==> src/verilog/systick_pkg.sv <==
// Package for the system tick timers and watchdog block.
// Assumes an 8-bit special-function register port from the CPU core.
package systick_pkg;

  // ==========================================================
  // Register offsets
  localparam logic [7:0] REBOOT_OFF = 8'h00_F7;
  localparam logic [7:0] LONG_OFF   = 8'h00_F9;
  localparam logic [7:0] SHORT_OFF  = 8'h00_FA;
  localparam logic [7:0] MICRO_OFF  = 8'h00_FB;
  localparam logic [7:0] MLOW_OFF   = 8'h00_FC;
  localparam logic [7:0] MHIGH_OFF  = 8'h00_FD;
  localparam logic [7:0] HUND_OFF   = 8'h00_FE;
  localparam logic [7:0] DOG_OFF    = 8'h00_FF;

  // ==========================================================
  // Field positions
  localparam int SOFT_REBOOT_BIT = 0;
  localparam int LOAD_NOW_BIT    = 7;
  localparam int DOG_ARM_BIT     = 7;
  localparam int DOG_DISARM_BIT  = 6;
  localparam int DOG_KICK_BIT    = 5;
  localparam int DOG_PERIOD_W    = 5;
  localparam int MICRO_W         = 6;
  localparam int COUNT_W         = 7;

  // ==========================================================
  // Reset values
  localparam logic [7:0] REBOOT_RST = 8'h00_00;
  localparam logic [6:0] LONG_RST   = 7'h00_7F;
  localparam logic [6:0] SHORT_RST  = 7'h00_7F;
  localparam logic [5:0] MICRO_RST  = 6'h00_03;
  localparam logic [7:0] MLOW_RST   = 8'h00_9F;
  localparam logic [7:0] MHIGH_RST  = 8'h00_0F;
  localparam logic [6:0] HUND_RST   = 7'h00_63;
  localparam logic [7:0] DOG_RST    = 8'h00_00;

  // ==========================================================
  // Carriers
  typedef struct packed {
    logic [7:0] addr;
    logic       wr;
    logic       rd;
    logic [7:0] wdata;
  } sfr_req_t;

  typedef struct packed {
    logic micro;
    logic milli;
    logic hundred;
  } ticks_t;

endpackage : systick_pkg

==> src/verilog/system_tick_timers_watchdog.sv <==
// System tick dividers, two interval timers, watchdog, reboot request.
// Assumes a single-cycle SFR write/read strobe from the CPU core and
// power-down and interrupt-enable levels from neighbouring registers.
//
// Behaviour
// - Writing one then zero to the reboot bit requests a full reset.
// - Microsecond tick every divisor field plus one clocks; field resets 3.
// - Millisecond tick every high*256+low+1 clocks; resets 9F and 0F.
// - Micro tick feeds flash write timing, milli tick flash erase timing.
// - Hundred-ms tick every hundred divisor plus one milli ticks; resets 63.
// - Long interrupt every count plus one hundred-ms ticks; count resets 7F.
// - Long interval spans 100 ms up to 12.8 s at default base.
// - Reading long register clears its pending flag.
// - Short interrupt every count plus one milli ticks; count resets 7F.
// - Short pending clears on a read of the short register alone.
// - Load-now bit reads zero; one loads at once, zero at expiry.
// - Writing one then zero to arm bit enables watchdog counting.
// - Writing one then zero to disarm bit stops watchdog counting.
// - Writing one then zero to kick bit restarts watchdog counter.
// - Watchdog expires after period+1 to period+2 hundred-ms ticks.
// - Watchdog interrupt priority is high when the level bit is one.
// - Watchdog request reaches the CPU only when its enable is one.
// - Tick timers stop while their power-down bit is one.
// - Watchdog stops while its power-down bit is one.

`timescale 1ns/1ps

// ============================================================
// Reloadable down counter
module reload_counter #(
  parameter int         W   = 8,
  parameter logic [W-1:0] RST = '0
) (
  // Clock and reset
  input  wire logic         mclk,
  input  wire logic         rst,
  // Counting
  input  wire logic         tick,
  input  wire logic         load,
  input  wire logic [W-1:0] load_val,
  input  wire logic [W-1:0] reload_val,
  output logic              expire
);

  logic [W-1:0] cnt_r;
  logic [W-1:0] cnt_nxt;

  // Expiry is a pulse on the tick that finds zero
  assign expire = tick & (cnt_r == '0);

  // Immediate load beats counting; reload picks up delayed writes
  always_comb begin
    if (load) begin
      cnt_nxt = load_val;
    end else if (expire) begin
      cnt_nxt = reload_val;
    end else if (tick) begin
      cnt_nxt = cnt_r - W'(1);
    end else begin
      cnt_nxt = cnt_r;
    end
  end

  always_ff @(posedge mclk) begin
    if (rst) cnt_r <= RST;
    else     cnt_r <= cnt_nxt;
  end

endmodule : reload_counter

// ============================================================
// Top level
module system_tick_timers_watchdog #(
  parameter int DOG_W = systick_pkg::DOG_PERIOD_W
) (
  // Clock and reset
  input  wire logic                mclk,
  input  wire logic                rst,
  // SFR port
  input  wire systick_pkg::sfr_req_t sfr,
  output logic [7:0]               sfr_rdata,
  // Controls from neighbouring registers
  input  wire logic                tick_powerdown,
  input  wire logic                dog_powerdown,
  input  wire logic                dog_irq_on,
  input  wire logic                dog_irq_level,
  // Ticks toward flash timing
  output systick_pkg::ticks_t      ticks,
  // Events and requests
  output logic                     long_irq_pend,
  output logic                     short_irq_pend,
  output logic                     dog_expire,
  output logic                     dog_irq_hi,
  output logic                     dog_irq_lo,
  output logic                     reboot_req
);

  // ==========================================================
  // Decode
  wire wr_reboot = sfr.wr & (sfr.addr == systick_pkg::REBOOT_OFF);
  wire wr_long   = sfr.wr & (sfr.addr == systick_pkg::LONG_OFF);
  wire wr_short  = sfr.wr & (sfr.addr == systick_pkg::SHORT_OFF);
  wire wr_micro  = sfr.wr & (sfr.addr == systick_pkg::MICRO_OFF);
  wire wr_mlow   = sfr.wr & (sfr.addr == systick_pkg::MLOW_OFF);
  wire wr_mhigh  = sfr.wr & (sfr.addr == systick_pkg::MHIGH_OFF);
  wire wr_hund   = sfr.wr & (sfr.addr == systick_pkg::HUND_OFF);
  wire wr_dog    = sfr.wr & (sfr.addr == systick_pkg::DOG_OFF);
  wire rd_long   = sfr.rd & (sfr.addr == systick_pkg::LONG_OFF);
  wire rd_short  = sfr.rd & (sfr.addr == systick_pkg::SHORT_OFF);
  wire load_now  = sfr.wdata[systick_pkg::LOAD_NOW_BIT];

  // ==========================================================
  // Registers
  logic [7:0] reboot_r;
  logic [6:0] long_r;
  logic [6:0] short_r;
  logic [5:0] micro_r;
  logic [7:0] mlow_r;
  logic [7:0] mhigh_r;
  logic [6:0] hund_r;
  logic [7:0] dog_r;

  // Plain storage of written values
  always_ff @(posedge mclk) begin
    if (rst) begin
      reboot_r <= systick_pkg::REBOOT_RST;
      long_r   <= systick_pkg::LONG_RST;
      short_r  <= systick_pkg::SHORT_RST;
      micro_r  <= systick_pkg::MICRO_RST;
      mlow_r   <= systick_pkg::MLOW_RST;
      mhigh_r  <= systick_pkg::MHIGH_RST;
      hund_r   <= systick_pkg::HUND_RST;
      dog_r    <= systick_pkg::DOG_RST;
    end else begin
      if (wr_reboot) reboot_r <= {7'h0_0, sfr.wdata[0]};
      if (wr_long)   long_r   <= sfr.wdata[6:0];
      if (wr_short)  short_r  <= sfr.wdata[6:0];
      if (wr_micro)  micro_r  <= sfr.wdata[5:0];
      if (wr_mlow)   mlow_r   <= sfr.wdata;
      if (wr_mhigh)  mhigh_r  <= sfr.wdata;
      if (wr_hund)   hund_r   <= sfr.wdata[6:0];
      if (wr_dog)    dog_r    <= sfr.wdata;
    end
  end

  // ==========================================================
  // One-then-zero sequences: stored bit one, new write zero
  wire seq_reboot = wr_reboot & reboot_r[systick_pkg::SOFT_REBOOT_BIT]
                    & ~sfr.wdata[systick_pkg::SOFT_REBOOT_BIT];
  wire seq_arm    = wr_dog & dog_r[systick_pkg::DOG_ARM_BIT]
                    & ~sfr.wdata[systick_pkg::DOG_ARM_BIT];
  wire seq_disarm = wr_dog & dog_r[systick_pkg::DOG_DISARM_BIT]
                    & ~sfr.wdata[systick_pkg::DOG_DISARM_BIT];
  wire seq_kick   = wr_dog & dog_r[systick_pkg::DOG_KICK_BIT]
                    & ~sfr.wdata[systick_pkg::DOG_KICK_BIT];

  // ==========================================================
  // Tick chain, halted while powered down
  wire run = ~tick_powerdown;
  logic micro_tk;
  logic milli_tk;
  logic hund_tk;
  logic long_tk;
  logic short_tk;

  reload_counter #(.W(6), .RST(systick_pkg::MICRO_RST)) u_micro (
    .mclk       (mclk),
    .rst        (rst),
    .tick       (run),
    .load       (1'b0),
    .load_val   (micro_r),
    .reload_val (micro_r),
    .expire     (micro_tk)
  );

  reload_counter #(.W(16),
    .RST({systick_pkg::MHIGH_RST, systick_pkg::MLOW_RST})) u_milli (
    .mclk       (mclk),
    .rst        (rst),
    .tick       (run),
    .load       (1'b0),
    .load_val   ({mhigh_r, mlow_r}),
    .reload_val ({mhigh_r, mlow_r}),
    .expire     (milli_tk)
  );

  reload_counter #(.W(7), .RST(systick_pkg::HUND_RST)) u_hund (
    .mclk       (mclk),
    .rst        (rst),
    .tick       (milli_tk),
    .load       (wr_hund & load_now),
    .load_val   (sfr.wdata[6:0]),
    .reload_val (hund_r),
    .expire     (hund_tk)
  );

  // Long timer runs on the hundred-ms tick, 100 ms to 12.8 s
  reload_counter #(.W(7), .RST(systick_pkg::LONG_RST)) u_long (
    .mclk       (mclk),
    .rst        (rst),
    .tick       (hund_tk),
    .load       (wr_long & load_now),
    .load_val   (sfr.wdata[6:0]),
    .reload_val (long_r),
    .expire     (long_tk)
  );

  reload_counter #(.W(7), .RST(systick_pkg::SHORT_RST)) u_short (
    .mclk       (mclk),
    .rst        (rst),
    .tick       (milli_tk),
    .load       (wr_short & load_now),
    .load_val   (sfr.wdata[6:0]),
    .reload_val (short_r),
    .expire     (short_tk)
  );

  // ==========================================================
  // Pending flags: a new expiry wins over the clearing read
  logic long_pend_r;
  logic short_pend_r;

  always_ff @(posedge mclk) begin
    if (rst) begin
      long_pend_r  <= 1'b0;
      short_pend_r <= 1'b0;
    end else begin
      long_pend_r  <= long_tk | (long_pend_r & ~rd_long);
      short_pend_r <= short_tk | (short_pend_r & ~rd_short);
    end
  end

  // ==========================================================
  // Watchdog
  logic             dog_en_r;
  logic [DOG_W:0]   dog_cnt_r;
  logic             dog_exp_r;

  wire dog_run = dog_en_r & ~dog_powerdown;
  // Counting from a restart, the period+2'th tick lands one to two
  // periods of slack after the kick, which is the allowed window
  wire [DOG_W:0] dog_lim = {1'b0, dog_r[DOG_W-1:0]} + (DOG_W+1)'(1);
  wire dog_hit = dog_run & hund_tk & (dog_cnt_r == dog_lim);

  // Enable state; arm beats disarm when both land together
  always_ff @(posedge mclk) begin
    if (rst)             dog_en_r <= 1'b0;
    else if (seq_arm)    dog_en_r <= 1'b1;
    else if (seq_disarm) dog_en_r <= 1'b0;
  end

  // Counter restarts on kick and on each expiry
  always_ff @(posedge mclk) begin
    if (rst)                      dog_cnt_r <= '0;
    else if (seq_kick | dog_hit)  dog_cnt_r <= '0;
    else if (dog_run & hund_tk)   dog_cnt_r <= dog_cnt_r + (DOG_W+1)'(1);
  end

  always_ff @(posedge mclk) begin
    if (rst) dog_exp_r <= 1'b0;
    else     dog_exp_r <= dog_hit;
  end

  // ==========================================================
  // Registered outputs
  logic       reboot_q;
  logic [7:0] rdata_r;
  logic [7:0] rdata_nxt;
  systick_pkg::ticks_t ticks_r;

  // Load-now bits always read back as zero
  always_comb begin
    case (sfr.addr)
      systick_pkg::REBOOT_OFF: rdata_nxt = reboot_r;
      systick_pkg::LONG_OFF:   rdata_nxt = {1'b0, long_r};
      systick_pkg::SHORT_OFF:  rdata_nxt = {1'b0, short_r};
      systick_pkg::MICRO_OFF:  rdata_nxt = {2'b00, micro_r};
      systick_pkg::MLOW_OFF:   rdata_nxt = mlow_r;
      systick_pkg::MHIGH_OFF:  rdata_nxt = mhigh_r;
      systick_pkg::HUND_OFF:   rdata_nxt = {1'b0, hund_r};
      systick_pkg::DOG_OFF:    rdata_nxt = dog_r;
      default:                 rdata_nxt = 8'h00_00;
    endcase
  end

  always_ff @(posedge mclk) begin
    if (rst) begin
      rdata_r  <= 8'h00_00;
      reboot_q <= 1'b0;
      ticks_r  <= '0;
    end else begin
      if (sfr.rd) rdata_r <= rdata_nxt;
      reboot_q <= seq_reboot;
      ticks_r  <= '{micro: micro_tk, milli: milli_tk,
                    hundred: hund_tk};
    end
  end

  // ==========================================================
  // Port drive
  assign sfr_rdata      = rdata_r;
  assign ticks          = ticks_r;
  assign long_irq_pend  = long_pend_r;
  assign short_irq_pend = short_pend_r;
  assign dog_expire     = dog_exp_r;
  assign reboot_req     = reboot_q;
  // Enable gates the request, level picks the priority line
  assign dog_irq_hi = dog_exp_r & dog_irq_on & dog_irq_level;
  assign dog_irq_lo = dog_exp_r & dog_irq_on & ~dog_irq_level;

endmodule : system_tick_timers_watchdog

==> config.mk <==
export PLATFORM = sky130hd
export DESIGN_NAME = system_tick_timers_watchdog
export DESIGN_NICKNAME = d
export VERILOG_FILES = /design/src/verilog/systick_pkg.sv /design/src/verilog/system_tick_timers_watchdog.sv
export SDC_FILE = /design/constraint.sdc
export NUM_CORES = 1
export LEC_CHECK = 0
export BUFFER_PORTS_ARGS = -buffer_cell sky130_fd_sc_hd__buf_2
export CAP_MARGIN = 15
export CORE_UTILIZATION = 45
export DETAILED_ROUTE_END_ITERATION = 10
export PLACE_DENSITY_LB_ADDON = 0.2
export REMOVE_ABC_BUFFERS = 1
export SLEW_MARGIN = 15
export SYNTH_ARGS = -nofsm -noshare
export SYNTH_HDL_FRONTEND = slang
export SYNTH_SLANG_ARGS = --single-unit
==> constraint.sdc <==
create_clock -name mclk -period 6.25 [get_ports mclk]
set_input_delay 0.3125 -clock mclk [delete_from_list [all_inputs] [get_ports mclk]]
set_output_delay 0.3125 -clock mclk [all_outputs]
set_load 0.01 [all_outputs]
---- Yosys cells after proc, flatten, opt, wreduce, memory -nomap -nowiden ----
Cells that the tools add are included.
word-level totals
  register bits after elaboration ......... 117
  input bits .............................. 24
  output and inout bits ................... 17
  word-level logic and storage cells ...... 113
cells by class
  $add $sub $neg .......................... 7
  equality and inequality tests ........... 11
  muxes and demuxes ....................... 16
  bitwise operators ....................... 46
  reductions and logical operators ........ 10
operators by type and width
  operator                                               count
  == test 8 bit, second input constant                   8
  case mux 8 bit (8 select lines)                        1
  two-way mux 7 bit                                      9
  AND 1 bit                                              34
  two-way mux 16 bit                                     2
  zero test 7 bit                                        3
  subtractor 7 x 1 -> 7 bit, second input constant       3
  zero test 16 bit                                       1
  subtractor 16 x 1 -> 16 bit, second input constant     1
  two-way mux 6 bit                                      2
  NOT 1 bit                                              9
  nonzero test 3 bit                                     3
  adder 5 x 1 -> 6 bit, second input constant            1
  adder 6 x 1 -> 6 bit, second input constant            1
  == test 6 bit                                          1
  zero test 6 bit                                        1
  subtractor 6 x 1 -> 6 bit, second input constant       1
  inequality test 2 x 1 -> 1 bit, second input constant  2
  OR 1 bit                                               3
  two-way mux 1 bit                                      2
  nonzero test 2 bit                                     1
  OR reduction 2 bit                                     1

---- Depth between registers and ports, before layout ----
Gate-level depths: netlist of run 1.
  depth in word-level cells ............... 7
  gate-level depth with buffers ........... 8
  mapped depth without buffers ............ 7

---- Cells and area by module ----
From an unflattened synthesis of run 1, not the netlist that was laid out.
second synthesis, totals
  cell total of the unflattened synthesis .. 753
  area, all modules ....................... 6713.9 um2
by module, submodules not included
  module                       instances  cells each  area each (um2)  seq. area each (um2)
  system_tick_timers_watchdog  1          357         3534.6           1481.4
  reload_counter (u_milli)     1          153         1212.4           320.3
  reload_counter (u_long ...)  2          62          508.0            140.1
  reload_counter (u_hund)      1          62          478.0            140.1
  reload_counter (u_micro)     1          57          473.0            120.1

---- Worst setup path after synthesis of run 1 ----
Ideal clock, no wire load.
  path type ............................... reg2reg
  start point ............................. reg u_hund.cnt_r[0]
  end point ............................... reg dog_cnt_r[0]
  setup time .............................. 129 ps
  data arrival time ....................... 1848 ps
  required time ........................... 6121 ps
  slack ................................... 4273 ps
  cell stages (with the launch flop) ...... 9
  buffers on the path ..................... 1
  clock period less this slack ............ 1977 ps
  path through ............................ dfxtp_1 inv_1 ha_1 nor2b_1 nand4_4 nand2b_1 buf_2 o41ai_4 nor2_1
on the way
  cells in the longest elaborated chain, start to end .. 6
RTL lines
  element                       line                                                                    text
  start, declared               system_tick_timers_watchdog.sv:45                                       logic [W-1:0] cnt_r;
  start signal, assigned        system_tick_timers_watchdog.sv:66                                       else cnt_r <= cnt_nxt;
  zero test 7 bit (*)           system_tick_timers_watchdog.sv:49                                       assign expire = tick & (cnt_r == '0);
  AND 1 bit (*)                 system_tick_timers_watchdog.sv:49
  AND 1 bit (*)                 system_tick_timers_watchdog.sv:243, system_tick_timers_watchdog.sv:256
  AND 1 bit                     system_tick_timers_watchdog.sv:243                                      wire dog_hit = dog_run & hund_tk & (dog_cnt_r == dog_lim);
  OR 1 bit                      system_tick_timers_watchdog.sv:255                                      else if (seq_kick | dog_hit) dog_cnt_r <= '0;
  OR reduction 2 bit (no line)  -
  end signal, assigned          system_tick_timers_watchdog.sv:256                                      else if (dog_run & hund_tk) dog_cnt_r <= dog_cnt_r + (DOG_W+1)'(1);
  end, declared                 system_tick_timers_watchdog.sv:236                                      logic [DOG_W:0] dog_cnt_r;
Mark *: on every way between the ends. The rest lies on a longest branch, timed or not.
A chain may end at the register's enable or synchronous reset.

---- Worst setup path in the final report of run 1 ----
  start point ............................. reg u_milli.cnt_r[0]
  end point ............................... reg u_milli.cnt_r[9]
on the way
  cells in the longest elaborated chain, start to end .. 3
  elaborated cells between the ends (all ways) .. 6
  classes of those cells .................. add/sub: 1; eq/ne: 1; mux: 2; bitwise: 1; reduce/logical: 1
RTL lines
  element                                                               line
  start, declared                                                       system_tick_timers_watchdog.sv:45
  start signal, assigned                                                system_tick_timers_watchdog.sv:66
  subtractor 16 x 1 -> 16 bit or zero test 16 bit (tied branches)       system_tick_timers_watchdog.sv:58, system_tick_timers_watchdog.sv:49
  two-way mux 16 bit or AND 1 bit (tied branches)                       system_tick_timers_watchdog.sv:57, system_tick_timers_watchdog.sv:49
  two-way mux 16 bit or inequality test 2 x 1 -> 1 bit (tied branches)  -
Parallel ways exist; a longest one is shown, timed or not. The select of a mux whose other input is x is not followed.

==> flow_summary.yaml, run 1 <==
floorplanning:
  design.core.area_um2: 13400
  io_pins: 41
  fp.dieArea_um2: 14400
  row_count: 42
  fp.dieH_um: 120
  initial_core_util_pct: 46.6
  die_x_um: 120
cts:
  clkSinkCount: 117
  cts_buffers: 17
  cts-resized-gates: 0
  cts.path.max_buffers: 2
  htree_levels: 4
  insertion_delay_ns: 0.43
  postCtsSetupBuffers: 0
  root_buffer: "clkbuf_16"
  clk_pin_slew_ns: 0.06
  ctsHoldBuffers: 0
  cts_tree: "yes"
routing:
  ant_nets: 0
  vias_per_cell: 6.24
  vias: 5974
  wirelength_um: 19200
  drtPass1Iterations: 7
  drtIter0Drc: 584
  wl_per_cell_um: 20.0
  route.detailed.drc: 0
placement:
  pre_cts_slack_ns: 3.32
  placedCellCount: 925
  place_hpwl_um: 13300
  io_buffers: 40
  dpl_cell_area_um2: 6520
  place_congestion: 0.920
grt:
  grt_antenna_before_repair: 0
  grt_pass1_wl_um: 29900
  grtUsageTotal_pct: 27.2
  grt_overflow_total: 0
  grt_max_degree: 51
  grt_pass1_vias: 5510
power_and_ir_drop:
  leakage_uw: 0.00285
  p_seq_share_pct: 38.4
  power.internal_uw: 1540
  swShare_pct: 21.3
  clkPwrFrac_pct: 56.7
  p_sw_uw: 418
  p_per_area_nw_per_um2: 273
  total_power_uw: 1960
  vdd_ir_drop_max_v: 0.000236
  pwr-share-comb_pct: 4.9
synthesis:
  synth_area_leaders: "dfxtp_1, mux2i_1, nand2_1"
  mappedNetlistArea_um2: 6250
  yosys_warnings: 0
  ys.flop_type: "dfxtp_1"
  synth_edf_count: 0
  synth-seq-area-share_pct: 37.5
  async_flop_share_pct: 0
  avgSynthCellArea_um2: 8.30
  synth_top_area_share_pct: 37.5
  syn_inst: 753
  synth.distinct_cells: 72
  yosys.area.top_type: "dfxtp_1"
  ys_ff_latch: 117
layout:
  nFillCells: 1234
  seqCellArea_um2: 2340
  area_delta_synth_final_pct: 15.0
  nets: 801
  multi_input_area_um2: 3620
  stdcell_count: 958
  mostFrequentLayoutCell: "dfxtp_1"
  diodes: 0
  design_area_um2: 7190
  final_layout_size_suffix_gt1_share_pct: 12.8
  mostFrequentLayoutCells: "dfxtp_1, nand2_1, nor2_1"
worst_setup_path:
  path_cells: "inv_1 > ha_1 > nor4b_1 > nand4_1 > a21oi_1 > nand2_1 > a211o_1"
  cp_slowest_stage_delay_ns: 0.89
  cp.arrival_ns: 3.23
  criticalPathCategory: "flip-flop to flip-flop"
  endpoint_kind: "flip-flop"
  critPathLaunch: "u_milli.cnt_r[0]"
  rr_endpoint: "u_milli.cnt_r[9]"
  cp_max_fo: 22
  rrSetupSlack_ns: 3.33
  r2r_start: "u_milli.cnt_r[0]"
  endpoint: "u_milli.cnt_r[9]"
  cp_slowest_cell: "nand4_1"
  critPathLaunchType: "flip-flop"
  crit_required_ns: 6.56
  r2r_cells: 7
job:
  max_cap_violations: 0
timing:
  hold_viol_final: 0
  worst_slack_ns: 3.33
  fin_skew_ns: 0.00877
  finalSetupViolCount: 0
  fmax_mhz: 343
  final.min_clock_period_ns: 2.92
  slew_viol_final: 0
  min_period_over_period_pct: 46.7
  rsz0062_at_grt: "false"
  tightest_slew_ns: 1.16
  slew_headroom_pct: 22.2
  fin_setup_tns_ns: 0
run_status:
  outcome: "completed"
worst_hold_path:
  hp-class: "input port to flip-flop"
-- worst max-delay path, delay by kind of cell (launching register included) --
family	cells	cell delay (ns)
AO/OA/AOI/OAI	2	0.78
adder cells (fa/ha/maj)	1	0.19
buffers and inverters	1	0.14
flip-flops	1	0.33
AND/OR/NAND/NOR	3	1.37
-- cell families after synthesis --
| family | after synthesis | synth area share, % |
|---|---|---|
| and+or+nand+nor | 322 | 26.5 |
| AOI/OAI and AO/OA | 162 | 18.3 |
| DFF | 117 | 37.5 |
| buffers and inverters | 74 | 4.66 |
| muxes | 55 | 9.35 |
| xor gates and xnor gates | 15 | 2.10 |
| adders and majority gates | 8 | 1.60 |
-- power by group through the flow --
stage	logic, µW	registers, µW	clock network [µW]
3_5_place_dp	92.6	769	0
6_report	96.1	753	1110
5_1_grt	101	753	1150
3_3_place_gp	91.6	769	0
4_1_cts	93.0	753	1120
2_1_floorplan	38.5	768	0
-- metrics by stage --
stage | hold WS, ns | util [%]
after global routing | 0.258 | 53.6
after global placement | 0.453 | 48.6
final | 0.241 | 53.6
after CTS | 0.227 | 53.6
after floorplan | 0.382 | -
after detailed placement | 0.463 | 48.6
-- per-layer routing --
metal / global-route usage [%] / routed length (µm)
met5: 0 / 0
met2: 42.5 / 8930
met1: 36.7 / 8420
met4: 10.4 / 400
met3: 5.70 / 1450
-- how the worst min path moves through the flow --
| stage | from | endpoint | slack [ns] | depth (start not counted) |
|---|---|---|---|---|
| after global placement | sfr_rdata[0] | sfr_rdata[0] | 0.45 | 2 |
| after detailed placement | sfr_rdata[3] | sfr_rdata[3] | 0.46 | 2 |
| final | dog_powerdown | dog_expire | 0.24 | 4 |
| after CTS | dog_powerdown | dog_expire | 0.23 | 4 |
| after floorplan | rst | dog_en_r | 0.38 | 1 |
| after global routing | dog_powerdown | dog_expire | 0.26 | 4 |
-- flip-flops by register name, summed over array words and instances, names as in the netlist, 3 cells and up --
signal and cells:
u_milli.cnt_r 16, dog_r 8, mhigh_r 8, mlow_r 8, sfr_rdata 8, hund_r 7, long_r 7, short_r 7
u_hund.cnt_r 7, u_long.cnt_r 7, u_short.cnt_r 7, dog_cnt_r 6, micro_r 6, u_micro.cnt_r 6, ticks 3
-- synthesized netlist by cell type (6+ instances only) --
cell type,count
xnor2_1,11
a21oi_1,45
clkbuf_1,35
mux2_2,7
nand4_1,6
nand3_1,31
nand2_1,98
dfxtp_1,117
nor2_1,88
nor3_1,20
or3_1,9
and3_1,6
buf_2,11
ha_1,8
a32oi_1,9
mux2i_1,46
nor2b_1,9
nor4_1,8
o21ai_1,7
inv_1,25
o211ai_1,15
nand2b_1,6
o21ai_0,13
-- final cells by class --
| type | instances | area share (%) |
|---|---|---|
| inverters | 25 | 1.31 |
| clock inverters | 10 | 2.79 |
| repair buffers | 46 | 3.41 |
| flip-flops and latches | 117 | 32.6 |
| clock buffers | 22 | 6.46 |
| well taps | 176 | 3.06 |
| multi-input cells | 562 | 50.4 |
Power figures use the tool's default switching activity.
==> run 2, diff against run 1 <==
ABC_AREA = 1   (was unset)
clock period = 3 ns   (was 6.25 ns; I/O delays follow)
==> run 2 against run 1 <==
  * Wire length down 0.88%
  * Utilization down 0.55 points
  * Synthesized area up 5.1%
  * Die area up 5.0%
  * Critical path depth up 2
  * Synthesized cell count up 31%
  * Register-to-register slack worse by 2.3 ns
  * Clock-buffer cell count up 5
  * Clock skew down 0.0011 ns
  * First-iteration DRC count down 6.8%
  * Critical endpoint is now u_short.cnt_r[0]
==> flow_summary.yaml, run 2 <==
run_status:
  outcome: "completed"
synthesis:
  synth_top_area_share_pct: 35.7
  synth.distinct_cells: 39
  mappedNetlistArea_um2: 6570
  ys.flop_type: "dfxtp_1"
  yosys.area.top_type: "dfxtp_1"
  synth_commonest_cells: "nand2_1, dfxtp_1, nand3_1, inv_1, o21ai_0"
  synth_edf_count: 0
  async_flop_share_pct: 0
  synth-seq-area-share_pct: 35.7
  avgSynthCellArea_um2: 6.68
  syn_inst: 983
  ys_ff_latch: 117
  yosys_warnings: 0
  synth.most_common_cell: "nand2_1"
  synth_area_leaders: "dfxtp_1, nand2_1, nand3_1"
timing:
  finalSetupViolCount: 0
  final.min_clock_period_ns: 1.96
  tightest_slew_ns: 0.791
  fin_skew_ns: 0.00768
  rsz0062_at_grt: "false"
  fmax_mhz: 509
  hold_viol_final: 0
  slew_headroom_pct: 47.2
  slew_viol_final: 0
  min_period_over_period_pct: 65.5
  fin_setup_tns_ns: 0
routing:
  ant_nets: 0
  vias_per_cell: 5.34
  route.detailed.drc: 0
  drtIter0Drc: 544
  vias: 6427
  wl_per_cell_um: 15.8
  drtPass1Iterations: 5
  wirelength_um: 19000
placement:
  place_hpwl_um: 13700
  dpl_cell_area_um2: 6850
  io_buffers: 40
  place_congestion: 0.894
  placedCellCount: 1172
power_and_ir_drop:
  p_per_area_nw_per_um2: 517
  clkPwrFrac_pct: 53.0
  swShare_pct: 22.7
  p_seq_share_pct: 41.4
  vdd_ir_drop_max_v: 0.000403
  power.internal_uw: 2980
  pwr-share-comb_pct: 5.7
  p_sw_uw: 875
  leakage_uw: 0.00338
layout:
  mostFrequentLayoutCell: "nand2_1"
  design_area_um2: 7450
  largest_register: "u_milli.cnt_r"
  fin_util_pct: 53.1
  mostFrequentLayoutCells: "nand2_1, dfxtp_1, nand3_1"
  final_layout_size_suffix_gt1_share_pct: 11.6
  nets: 1045
  diodes: 0
  area_delta_synth_final_pct: 13.5
  stdcell_count: 1204
  largest_register_ffs: 16
worst_setup_path:
  cp_slowest_cell: "nand2_1"
  critPathLaunchType: "flip-flop"
  path_common_cell: "nand2_1"
  criticalPathCategory: "flip-flop to flip-flop"
  path_cells: "inv_1 > ha_1 > nand3_1 > nor2_1 > nand2_1 > nand2_1 > inv_2 > a21oi_1 > nand2_1"
  cp_max_fo: 12
  cp_slowest_stage_delay_ns: 0.35
  crit_family: "simple AND/OR/NAND/NOR gates"
  critPathLaunch: "u_milli.cnt_r[0]"
  cp.arrival_ns: 2.27
  crit_required_ns: 3.31
  r2r_start: "u_milli.cnt_r[0]"
  endpoint_kind: "flip-flop"
  path_buf_inv: 2
cts:
  cts_tree: "yes"
  insertion_delay_ns: 0.42
  clkSinkCount: 117
  clk_pin_slew_ns: 0.05
  htree_levels: 4
  root_buffer: "clkbuf_16"
  cts.path.max_buffers: 2
  cts_buffers: 17
  postCtsSetupBuffers: 0
floorplanning:
  die_x_um: 123
  initial_core_util_pct: 46.8
  fp.dieArea_um2: 15100
  row_count: 43
  fp.dieH_um: 123
  io_pins: 41
  design.core.area_um2: 14000
grt:
  grt_antenna_before_repair: 0
  grtUsageTotal_pct: 26.9
  grt_pass1_vias: 5868
  grt_overflow_total: 0
  grt_max_degree: 60
  grt_pass1_wl_um: 30600
job:
  max_cap_violations: 0
worst_hold_path:
  min_from: "sfr[2]"
  hp-class: "input port to flip-flop"
[run 2: final cells by class]
cell class / instances / area, µm²
inverter: 105 / 399
clock inverter: 3 / 65.1
sequential: 117 / 2340
timing repair buffer: 46 / 263
multi-input combinational: 726 / 3640
clock buffer: 27 / 523
tap: 180 / 225
fill: 1421 / 6590
[run 2: kinds of logic (layout without fill, tap and decap cells)]
family	Yosys count	after routing	share of synthesized area (%)
AND/OR/NAND/NOR	489	489	34.1
AO/OA/AOI/OAI	206	206	16.7
buffers and inverters	140	181	8.94
flip-flops	117	117	35.7
XOR/XNOR	23	23	3.07
adder cells (fa/ha/maj)	8	8	1.52
[run 2: power groups by stage]
| stage | combinational [µW] | clock (µW) | sequential [µW] |
|---|---|---|---|
| floorplan | 117 | 0 | 1620 |
| global placement | 213 | 0 | 1630 |
| detailed placement | 214 | 0 | 1630 |
| CTS | 217 | 2070 | 1590 |
| global route | 245 | 2140 | 1600 |
| finish | 219 | 2040 | 1600 |
[run 2: worst paths after layout]
| kind | depth (start not counted) | end | slack (ns) |
|---|---|---|---|
| worst max-delay path | 9 | u_short.cnt_r[0] | 1.04 |
| worst max register to register | 9 | u_short.cnt_r[0] | 1.04 |
| worst min register to register | 2 | sfr_rdata[3] | 0.46 |
| worst min-delay path | 3 | long_r[2] | 0.08 |
[run 2: metal layers]
layer / wire, µm / GRT usage (%) / share of wire, %
met2: 8640 / 41.9 / 45
met5: 0 / 0 / 0
met1: 8930 / 36.8 / 47
met4: 363 / 9.30 / 1.9
met3: 1100 / 5.48 / 5.8
[run 2: timing repair]
item / 4_1_cts / 5_1_grt
hold buffers: 2 / 0
hold endpoints to repair: 2 / 0
gates resized for setup: 0 / 0
setup endpoints to repair: 0 / 0
[run 2: worst reg2reg max path: stages, from the launching register on]
cell     delay (ns)
dfxtp_1        0.32
inv_1          0.11
ha_1           0.25
nand3_1        0.10
nor2_1         0.23
nand2_1        0.35
nand2_1        0.19
inv_2          0.08
a21oi_1        0.16
nand2_1        0.06
[run 2: stage by stage]
stage | power [µW] | worst slack, ns | hold WS [ns]
5_1_grt | 3980 | 0.814 | 0.0916
6_report | 3860 | 1.04 | 0.0761
4_1_cts | 3880 | 1.02 | 0.0623
3_5_place_dp | 1840 | 0.909 | 0.388
2_1_floorplan | 1740 | 1.10 | 0.219
3_3_place_gp | 1840 | 0.960 | 0.386
